==> config.mk <==
export PLATFORM = sky130hd
export DESIGN_NAME = cfm_filter
export DESIGN_NICKNAME = d
export VERILOG_FILES = /design/src/hw/cfm_pkg.sv /design/src/hw/cfm_filter.sv
export SDC_FILE = /design/constraint.sdc
export NUM_CORES = 1
export LEC_CHECK = 0
export ABC_AREA = 1
export BUFFER_PORTS_ARGS = -buffer_cell sky130_fd_sc_hd__buf_4
export CAP_MARGIN = 10
export CORE_MARGIN = 2
export CORE_UTILIZATION = 25
export CTS_CLUSTER_DIAMETER = 50
export CTS_CLUSTER_SIZE = 20
export DETAILED_ROUTE_END_ITERATION = 8
export PLACE_DENSITY = 0.5
export SETUP_SLACK_MARGIN = 0.2
export SYNTH_ARGS = -nofsm -noshare
export SYNTH_HDL_FRONTEND = slang
export SYNTH_SLANG_ARGS = --single-unit
==> constraint.sdc <==
create_clock -name pclk -period 1.5 [get_ports pclk]
set_clock_uncertainty 0.05 [all_clocks]
set_input_delay 0.225 -clock pclk [delete_from_list [all_inputs] [get_ports pclk]]
set_output_delay 0.225 -clock pclk [all_outputs]
set_load 0.02 [all_outputs]
==> src/hw/cfm_pkg.sv <==
// Package: register map, field layout and carrier types for the CAN ID acceptance filter
package cfm_pkg;

  // Register byte offsets
  localparam logic [11:0] CFM_FILTER_OFS = 12'h000;
  localparam logic [11:0] CFM_CTRL_OFS   = 12'h004;
  localparam logic [11:0] CFM_STATUS_OFS = 12'h008;
  localparam logic [11:0] CFM_COUNT_OFS  = 12'h00C;

  // Filter register field positions
  localparam int CFM_STD_LSB = 5;
  localparam int CFM_STD_MSB = 15;
  localparam int CFM_FMT_BIT = 3;
  localparam int CFM_EXT_LSB = 0;
  localparam int CFM_EXT_MSB = 1;

  // Control and status field positions
  localparam int CFM_TYPE_EN_BIT  = 0;
  localparam int CFM_STICKY_BIT   = 0;
  localparam int CFM_LAST_HIT_BIT = 1;
  localparam int CFM_SEEN_BIT     = 2;

  // Values after reset, and the count saturation limit
  localparam logic [15:0] CFM_FILTER_RST = 16'h0000;
  localparam logic        CFM_TYPE_EN_RST = 1'b0;
  localparam logic [15:0] CFM_COUNT_RST  = 16'h0000;
  localparam logic [15:0] CFM_COUNT_MAX  = 16'hFFFF;

  // Identifier as presented by the receive path
  typedef struct packed {
    logic [10:0] std_ident_field;
    logic [1:0]  ext_ident_field;
    logic        is_extended;
  } cfm_rx_ident_t;

  // Stored filter contents
  typedef struct packed {
    logic [10:0] std_ident_field;
    logic        frame_format_select;
    logic [1:0]  ext_ident_field;
  } cfm_filter_t;

endpackage

==> src/hw/cfm_filter.sv <==
// CAN receive acceptance filter: identifier part with APB register access
`timescale 1ns/1ps

////////////////////////////////////////////////////////////////////////////////
// Functional notes
// - Each standard identifier bit of a frame must equal the stored filter bit to match.
// - With type enable set and the format select set, only extended frames can match.
// - With type enable set and format select clear only standard frames match; else format is ignored.
// - Extended identifier bits 17 and 16 sit in filter bits 1:0 and must equal the received bits on extended frames only.
// - Filter bits 4 and 2 are unused and always read as zero.
// - The eleven-bit standard identifier value is stored in filter bits 15 down to 5.
module cfm_filter
  import cfm_pkg::*;
(
  // Clock and reset
  input  wire logic          pclk,
  input  wire logic          presetn,
  // APB slave
  input  wire logic          psel,
  input  wire logic          penable,
  input  wire logic          pwrite,
  input  wire logic [11:0]   paddr,
  input  wire logic [31:0]   pwdata,
  output logic      [31:0]   prdata,
  output logic               pready,
  output logic               pslverr,
  // Receive path
  input  wire logic          rx_valid,
  input  wire cfm_rx_ident_t rx_ident,
  // Filter result
  output logic               match_valid,
  output logic               match_hit
);

  ////////////////////////////////////////////////////////////////////////////
  // Declarations
  cfm_filter_t filter_r;
  cfm_filter_t filter_nxt;
  logic        type_en_r;
  logic        type_en_nxt;
  logic        sticky_r;
  logic        sticky_nxt;
  logic        last_hit_r;
  logic        last_hit_nxt;
  logic        seen_r;
  logic        seen_nxt;
  logic [15:0] count_r;
  logic [15:0] count_nxt;
  logic        mvalid_r;
  logic        mvalid_nxt;
  logic        mhit_r;
  logic        mhit_nxt;
  logic [31:0] rdata_r;
  logic [31:0] rdata_nxt;
  logic        err_r;
  logic        err_nxt;

  logic        setup;
  logic        wr_en;
  logic        mapped;
  logic [31:0] rd_mux;
  logic [15:0] filter_word;
  logic        std_ok;
  logic        ext_ok;
  logic        fmt_ok;
  logic        hit;

  ////////////////////////////////////////////////////////////////////////////
  // Identifier compare
  always_comb begin
    std_ok = (rx_ident.std_ident_field == filter_r.std_ident_field);
    // Standard frames carry no extended bits, so those bits only count for extended frames
    ext_ok = !rx_ident.is_extended ||
             (rx_ident.ext_ident_field == filter_r.ext_ident_field);
    // Format select only counts while the type enable is set
    if (type_en_r) begin
      fmt_ok = (rx_ident.is_extended == filter_r.frame_format_select);
    end else begin
      fmt_ok = 1'b1;
    end
    hit = std_ok && ext_ok && fmt_ok;
  end

  ////////////////////////////////////////////////////////////////////////////
  // APB decode and read mux
  always_comb begin
    setup  = psel && !penable;
    wr_en  = psel && penable && pwrite;
    // Unmapped offsets answer with an error rather than a bus hang
    mapped = (paddr == CFM_FILTER_OFS) || (paddr == CFM_CTRL_OFS) ||
             (paddr == CFM_STATUS_OFS) || (paddr == CFM_COUNT_OFS);
    filter_word = 16'h0000;
    filter_word[CFM_STD_MSB:CFM_STD_LSB] = filter_r.std_ident_field;
    filter_word[CFM_FMT_BIT] = filter_r.frame_format_select;
    filter_word[CFM_EXT_MSB:CFM_EXT_LSB] = filter_r.ext_ident_field;
    // Bits 4 and 2 are never stored, so they read back as zero
    rd_mux = 32'h0000_0000;
    case (paddr)
      CFM_FILTER_OFS: begin
        rd_mux[15:0] = filter_word;
      end
      CFM_CTRL_OFS: begin
        rd_mux[CFM_TYPE_EN_BIT] = type_en_r;
      end
      CFM_STATUS_OFS: begin
        rd_mux[CFM_STICKY_BIT]   = sticky_r;
        rd_mux[CFM_LAST_HIT_BIT] = last_hit_r;
        rd_mux[CFM_SEEN_BIT]     = seen_r;
      end
      CFM_COUNT_OFS: begin
        rd_mux[15:0] = count_r;
      end
      default: begin
        rd_mux = 32'h0000_0000;
      end
    endcase
  end

  ////////////////////////////////////////////////////////////////////////////
  // Next-state logic
  always_comb begin
    filter_nxt   = filter_r;
    type_en_nxt  = type_en_r;
    sticky_nxt   = sticky_r;
    last_hit_nxt = last_hit_r;
    seen_nxt     = seen_r;
    count_nxt    = count_r;
    rdata_nxt    = rdata_r;
    err_nxt      = err_r;
    mvalid_nxt   = rx_valid;
    mhit_nxt     = rx_valid && hit;

    // Read data captured in setup so the access phase answers from flops
    if (setup) begin
      rdata_nxt = pwrite ? 32'h0000_0000 : rd_mux;
      err_nxt   = !mapped;
    end

    if (wr_en) begin
      case (paddr)
        CFM_FILTER_OFS: begin
          filter_nxt.std_ident_field     = pwdata[CFM_STD_MSB:CFM_STD_LSB];
          filter_nxt.frame_format_select = pwdata[CFM_FMT_BIT];
          filter_nxt.ext_ident_field     = pwdata[CFM_EXT_MSB:CFM_EXT_LSB];
        end
        CFM_CTRL_OFS: begin
          type_en_nxt = pwdata[CFM_TYPE_EN_BIT];
        end
        CFM_STATUS_OFS: begin
          if (pwdata[CFM_STICKY_BIT]) begin
            sticky_nxt = 1'b0;
          end
        end
        CFM_COUNT_OFS: begin
          count_nxt = CFM_COUNT_RST;
        end
        default: begin
          filter_nxt = filter_r;
        end
      endcase
    end

    // Receive events come last so a hit in a clearing cycle is kept
    if (rx_valid) begin
      seen_nxt     = 1'b1;
      last_hit_nxt = hit;
      if (hit) begin
        sticky_nxt = 1'b1;
        // Clear and hit together leave exactly one counted hit
        if (wr_en && (paddr == CFM_COUNT_OFS)) begin
          count_nxt = 16'h0001;
        end else if (count_r != CFM_COUNT_MAX) begin
          // Saturates rather than wraps so software never misreads a rollover
          count_nxt = count_r + 16'h0001;
        end
      end
    end
  end

  ////////////////////////////////////////////////////////////////////////////
  // State registers
  always_ff @(posedge pclk or negedge presetn) begin
    if (!presetn) begin
      // Fields follow the register layout, not the packed order
      filter_r.std_ident_field     <= CFM_FILTER_RST[CFM_STD_MSB:CFM_STD_LSB];
      filter_r.frame_format_select <= CFM_FILTER_RST[CFM_FMT_BIT];
      filter_r.ext_ident_field     <= CFM_FILTER_RST[CFM_EXT_MSB:CFM_EXT_LSB];
      type_en_r  <= CFM_TYPE_EN_RST;
      sticky_r   <= 1'b0;
      last_hit_r <= 1'b0;
      seen_r     <= 1'b0;
      count_r    <= CFM_COUNT_RST;
      rdata_r    <= 32'h0000_0000;
      err_r      <= 1'b0;
      mvalid_r   <= 1'b0;
      mhit_r     <= 1'b0;
    end else begin
      filter_r   <= filter_nxt;
      type_en_r  <= type_en_nxt;
      sticky_r   <= sticky_nxt;
      last_hit_r <= last_hit_nxt;
      seen_r     <= seen_nxt;
      count_r    <= count_nxt;
      rdata_r    <= rdata_nxt;
      err_r      <= err_nxt;
      mvalid_r   <= mvalid_nxt;
      mhit_r     <= mhit_nxt;
    end
  end

  ////////////////////////////////////////////////////////////////////////////
  // Outputs
  // Zero wait states: the access phase always completes at its first edge
  assign pready      = 1'b1;
  // Error shown only in the access phase, where the master samples it
  assign pslverr     = psel && penable && err_r;
  assign prdata      = rdata_r;
  assign match_valid = mvalid_r;
  assign match_hit   = mhit_r;

endmodule

======== After elaboration in Yosys (flattened, before gate mapping) ========
Cells that the tools add are included.
word-level totals
  register bits after elaboration ......... 69
  bits in latches ......................... 0
  RAM bits ................................ 0
  bits in read-only memories .............. 0
  input port bits ......................... 64
  output and inout port bits .............. 36
  word-level logic and storage cells ...... 54
  memories ................................ 0
operators by class
  $add $sub $neg .......................... 1
  $mul .................................... 0
  div/mod/pow operators ................... 0
  order comparisons ....................... 0
  equal/unequal tests ..................... 7
  shift-type cells ........................ 0
  muxes and demuxes ....................... 16
  bitwise logic cells ..................... 0
  reductions and logical operators ........ 18
operators with widths
  cell                   count
  $mux 16                7
  $pmux 13 s2            1
  $eq 12x4->1 const B    2
  $add 16x1->16 const B  1
  $ne 16x16->1 const B   1
  $eq 12x3->1 const B    1
  $logic_not 12->1       1
  $eq 11x11->1           1
  $logic_and 1x1->1      8
  $mux 1                 6
  $pmux 2 s3             1
  $logic_or 1x1->1       4
  $pmux 1 s4             1
  $reduce_and 2->1       2
  $logic_not 1->1        3
  $eq 2x2->1             1
  $eq 1x1->1             1

======== Depth between registers and ports, before layout ========
  word-level depth ........................ 7
  depth in mapped cells ................... 11
  depth with buffers taken out ............ 11

======== Least setup slack after synthesis ========
Ideal clock, no wire load.
  kind .................................... reg2reg
  start ................................... reg count_r[0]
  end ..................................... reg count_r[15]
  library setup time ...................... 0.119 ns
  data arrival time ....................... 1.345 ns
  data required time ...................... 1.331 ns
  setup slack ............................. -0.015 ns
  stages on the path, launching flop included .. 10
  path buffers ............................ 0
  period minus slack after synthesis ...... 1.515 ns
  path through ............................ dfrtp_1 > ha_1 > nand3_1 > nor2_2 > nand4_2 > nand2_1 > nor2_2 > nand4_1 > nand2_1 > nor2_1
on the way
  longest elaborated chain between the ends .. 5
  elaborated cells on any way between the ends .. 6
  those cells by class .................... add/sub: 1; eq/ne: 1; mux: 4
ends and longest elaborated chain
  what                                           line                                  text
  start, declared                                cfm_filter.sv:47                      logic [15:0] count_r;
  start signal, assigned                         cfm_filter.sv:203                     count_r <= count_nxt;
  $add 16x1->16 or $ne 16x16->1 (tied branches)  cfm_filter.sv:174, cfm_filter.sv:172
  $mux 16 (*)                                    cfm_filter.sv:172                     end else if (count_r != CFM_COUNT_MAX) begin
  $mux 16 (*)                                    cfm_filter.sv:170                     if (wr_en && (paddr == CFM_COUNT_OFS)) begin
  $mux 16 (*)                                    cfm_filter.sv:167                     if (hit) begin
  $mux 16 (*)                                    cfm_filter.sv:164                     if (rx_valid) begin
  net count_nxt[15]                              cfm_filter.sv:48                      logic [15:0] count_nxt;
Mark *: on every way through the listed nets, which the timed path passes. The rest lies on a longest branch.
A chain may end at the register's enable or synchronous reset.

======== Worst setup path after layout ========
  start ................................... reg filter_r[8] (netlist bit)
  end ..................................... reg count_r[3]
on the way
  longest elaborated chain between the ends .. 5
ends and longest elaborated chain
  what                            line               text
  start, declared                 cfm_filter.sv:37   cfm_filter_t filter_r;
  start signal, assigned          cfm_filter.sv:198  filter_r <= filter_nxt;
  $eq 11x11->1                    cfm_filter.sv:71   std_ok = (rx_ident.std_ident_field == filter_r.std_ident_field);
  $logic_and 1x1->1 (2 in a row)  cfm_filter.sv:81   hit = std_ok && ext_ok && fmt_ok;
  $mux 16                         cfm_filter.sv:167
  $mux 16                         cfm_filter.sv:164
  net count_nxt[3]                cfm_filter.sv:48
The timed path passes the listed nets, and every way through them passes these cells.

==> summary.txt <==
Netlist cell types - 41
Inserted Diodes - 0
hold path cells - 2
ANT nets after route - 0
post-synthesis sequential area ratio - 42.48%
crit path max fanout - 5
leading cell type in the layout, fill and taps excluded - buf_4
Stages on worst setup path - 10
vias - 2855
clock root buffer - clkbuf_16
Syn Inst Count - 384
syn avg cell area - 8.130 um2
WP data arrival - 1.81 ns
initial antenna violation count - 0
WP buf/inv - 2
WL/cell - 12.32 um
clock slew at reported path FFs - 0.07 ns
die height - 115.7 um
Crit path max-delay family - simple AND/OR/NAND/NOR gates
GRT Residual Overflow - 0
RSZ-0062 raised after global routing - yes
Reg-to-Reg End - count_r[3]
DRC Markers - 0
Reg2Reg Depth - 10
status - finished, violations left
leading cell types in the layout, fill and taps excluded - buf_4, nand2_1, dfrtp_1
P_leak - 0.002326 uW
Starting Density - 25.77%
failing checks - setup timing
largest net degree at the start of global routing - 33
Slew Viols, Final - 0
fraction of layout cells with a size suffix above 1 - 41.65%
P_int - 2228 uW
TritonCTS Sinks - 53
RR Startpoint - filter_r[8]
Via density - 4.293
critical path launch point type - flip-flop
hold violation count in the final report - 0
Comb power frac - 10.2%
area of the core - 12110 um2
Clock power frac - 40.6%
dpl cell area - 4105 um2
#FFs+latches synth - 53
die footprint - 13400 um2
maxcap violations - 0
pre-CTS setup slack - -0.1426 ns
Skew-Pair Late Insertion Delay - 0.30 ns
final WL - 8190 um
VDD IR max - 0.0003673 V
CP max stage delay - 0.39 ns
Fmax - 601.3 MHz
hold endpoint - filter_r[1]
PwrDens - 638.2 nW/um2
Critical Path, Cell by Cell - xnor2_1, nand2_1, nor2_4, nand3_4, nor3_4, buf_6, clkbuf_16, nand3_1, nand2_1, nor2_1
setup ws final - -0.1629 ns
Synth warnings - 0
slowest CP cell - dfrtp_1
gr usage total - 12.43%
starting DRC count in detailed routing - 111
H-tree levels - 2
Pwr Total - 2920 uW
total CTS buffers - 5
fin crit share - 110.9%
Worst Hold Class - input port to flip-flop
Hold Path Origin - pwdata[1]
switching share of power - 23.70%
WS Path Type - flip-flop to flip-flop
Final nets - 561
final hold slack - 0.1157 ns
io pins - 100
most used cell, CP - nand2_1
1st-pass router iterations - 4
first-pass GRT wire length - 13170 um
final setup fails - 16
CTS max path bufs - 2
Final Cell Area - 4576 um2
Psw - 692.1 uW
TritonCTS clock tree - done
post-DP HPWL - 6179 um
Site Rows - 40
routability congestion estimate from global placement - 0.7864
port buffer count - 64
area delta synth->final - 46.57%
critical path endpoint category - flip-flop
die width - 115.7 um
WP data required - 1.64 ns
Tmin final - 1.663 ns
vias in the first global route - 2784
r2r setup slk - -0.16 ns
mapped cell area - 3122 um2
share of total power in sequential cells - 49.2%
==> synthesized netlist by cell type, drive strengths merged <==
master	count	area (um2)
buf	25	203.9
nor3	10	83.83
dfrtp	53	1326
conb	2	7.510
clkinv	1	3.750
nor4	2	12.51
nand3	29	180.2
and3	2	12.51
o21ai	12	60.06
a21oi	22	110.1
nand3b	1	7.510
ha	1	12.51
o21bai	2	15.01
inv	47	176.4
o221ai	1	8.760
o22ai	9	75.08
or2	2	15.02
xor2	5	43.79
clkbuf	2	7.510
a22o	12	105.1
mux2	1	11.26
nor2	54	227.7
xnor2	4	35.03
nand4	5	37.53
nand2	77	309.0
a31oi	3	33.78
==> cell families (layout without fill, tap and decap cells) <==
| logic type | Yosys count | in the layout | share of synthesized area (%) |
|---|---|---|---|
| AND/OR/NAND/NOR | 182 | 182 | 28.38 |
| buffers and inverters | 75 | 173 | 12.54 |
| AO/OA/AOI/OAI | 61 | 61 | 13.07 |
| flip-flops | 53 | 53 | 42.48 |
| XOR/XNOR | 9 | 9 | 2.525 |
| other | 2 | 17 | 0.2406 |
| adder cells (fa/ha/maj) | 1 | 1 | 0.4007 |
| multiplexers | 1 | 1 | 0.3607 |
==> metrics by stage <==
step | setup TNS, ns | util, % | std cells
2_1_floorplan | 0 | - | 399
3_3_place_gp | -2.034 | 33.89 | 645
3_5_place_dp | -2.480 | 33.89 | 645
4_1_cts | -1.521 | 35.82 | 657
5_1_grt | -3.763 | 37.78 | 665
6_report | -1.945 | 37.78 | 665
==> worst max path at each step <==
stage	slack [ns]	endpoint	from
after floorplan	0.02	count_r[14]	count_r[0]
after global placement	-0.13	count_r[14]	filter_r[11]
after detailed placement	-0.14	count_r[14]	filter_r[11]
after CTS	-0.12	count_r[10]	filter_r[11]
after global routing	-0.26	count_r[1]	filter_r[8]
final	-0.16	count_r[3]	filter_r[8]
==> layout make-up <==
| class | instances | area (um2) |
|---|---|---|
| Timing Repair Buffer | 117 | 989.7 |
| Inverter | 48 | 180.2 |
| Clock inverter | 2 | 13.76 |
| Tap cell | 168 | 210.2 |
| Fill cell | 1272 | 7536 |
| Clock buffer | 6 | 138.9 |
| Sequential cell | 53 | 1328 |
| Multi-Input combinational cell | 271 | 1715 |
==> state kept, by name, summed over array words and instances, names as in the netlist <==
register / cells
last_hit_r: 1
match_hit: 1
err_r: 1
sticky_r: 1
count_r: 16
filter_r: 14
seen_r: 1
match_valid: 1
type_en_r: 1
prdata: 16
==> what timing repair did <==
item / CTS / global route
resized for setup: 12 / 37
cloned: 0 / 2
endpoints found under the hold margin: 21 / 0
endpoints found under the setup margin: 19 / 32
hold buffers: 1 / 0
setup buffers: 3 / 6
pin swaps: 8 / 28
==> layer usage <==
| layer | routed length (um) | vias to the layer above | track usage, % |
|---|---|---|---|
| li1 | - | 1448 | - |
| met1 | 3804 | 1338 | 16.36 |
| met2 | 3910 | 63 | 21.09 |
| met3 | 407 | 6 | 2.720 |
| met4 | 68 | 0 | 2.619 |
| met5 | 0 | - | 0 |
==> power by group through the flow <==
stage | Clock [uW] | Combinational [uW] | Sequential (uW)
finish | 1190 | 297 | 1440
global route | 1270 | 328 | 1440
CTS | 1220 | 286 | 1440
detailed placement | 0 | 281 | 1470
global placement | 0 | 277 | 1470
floorplan | 0 | 140 | 1470
(Power assumes the default switching activity.)
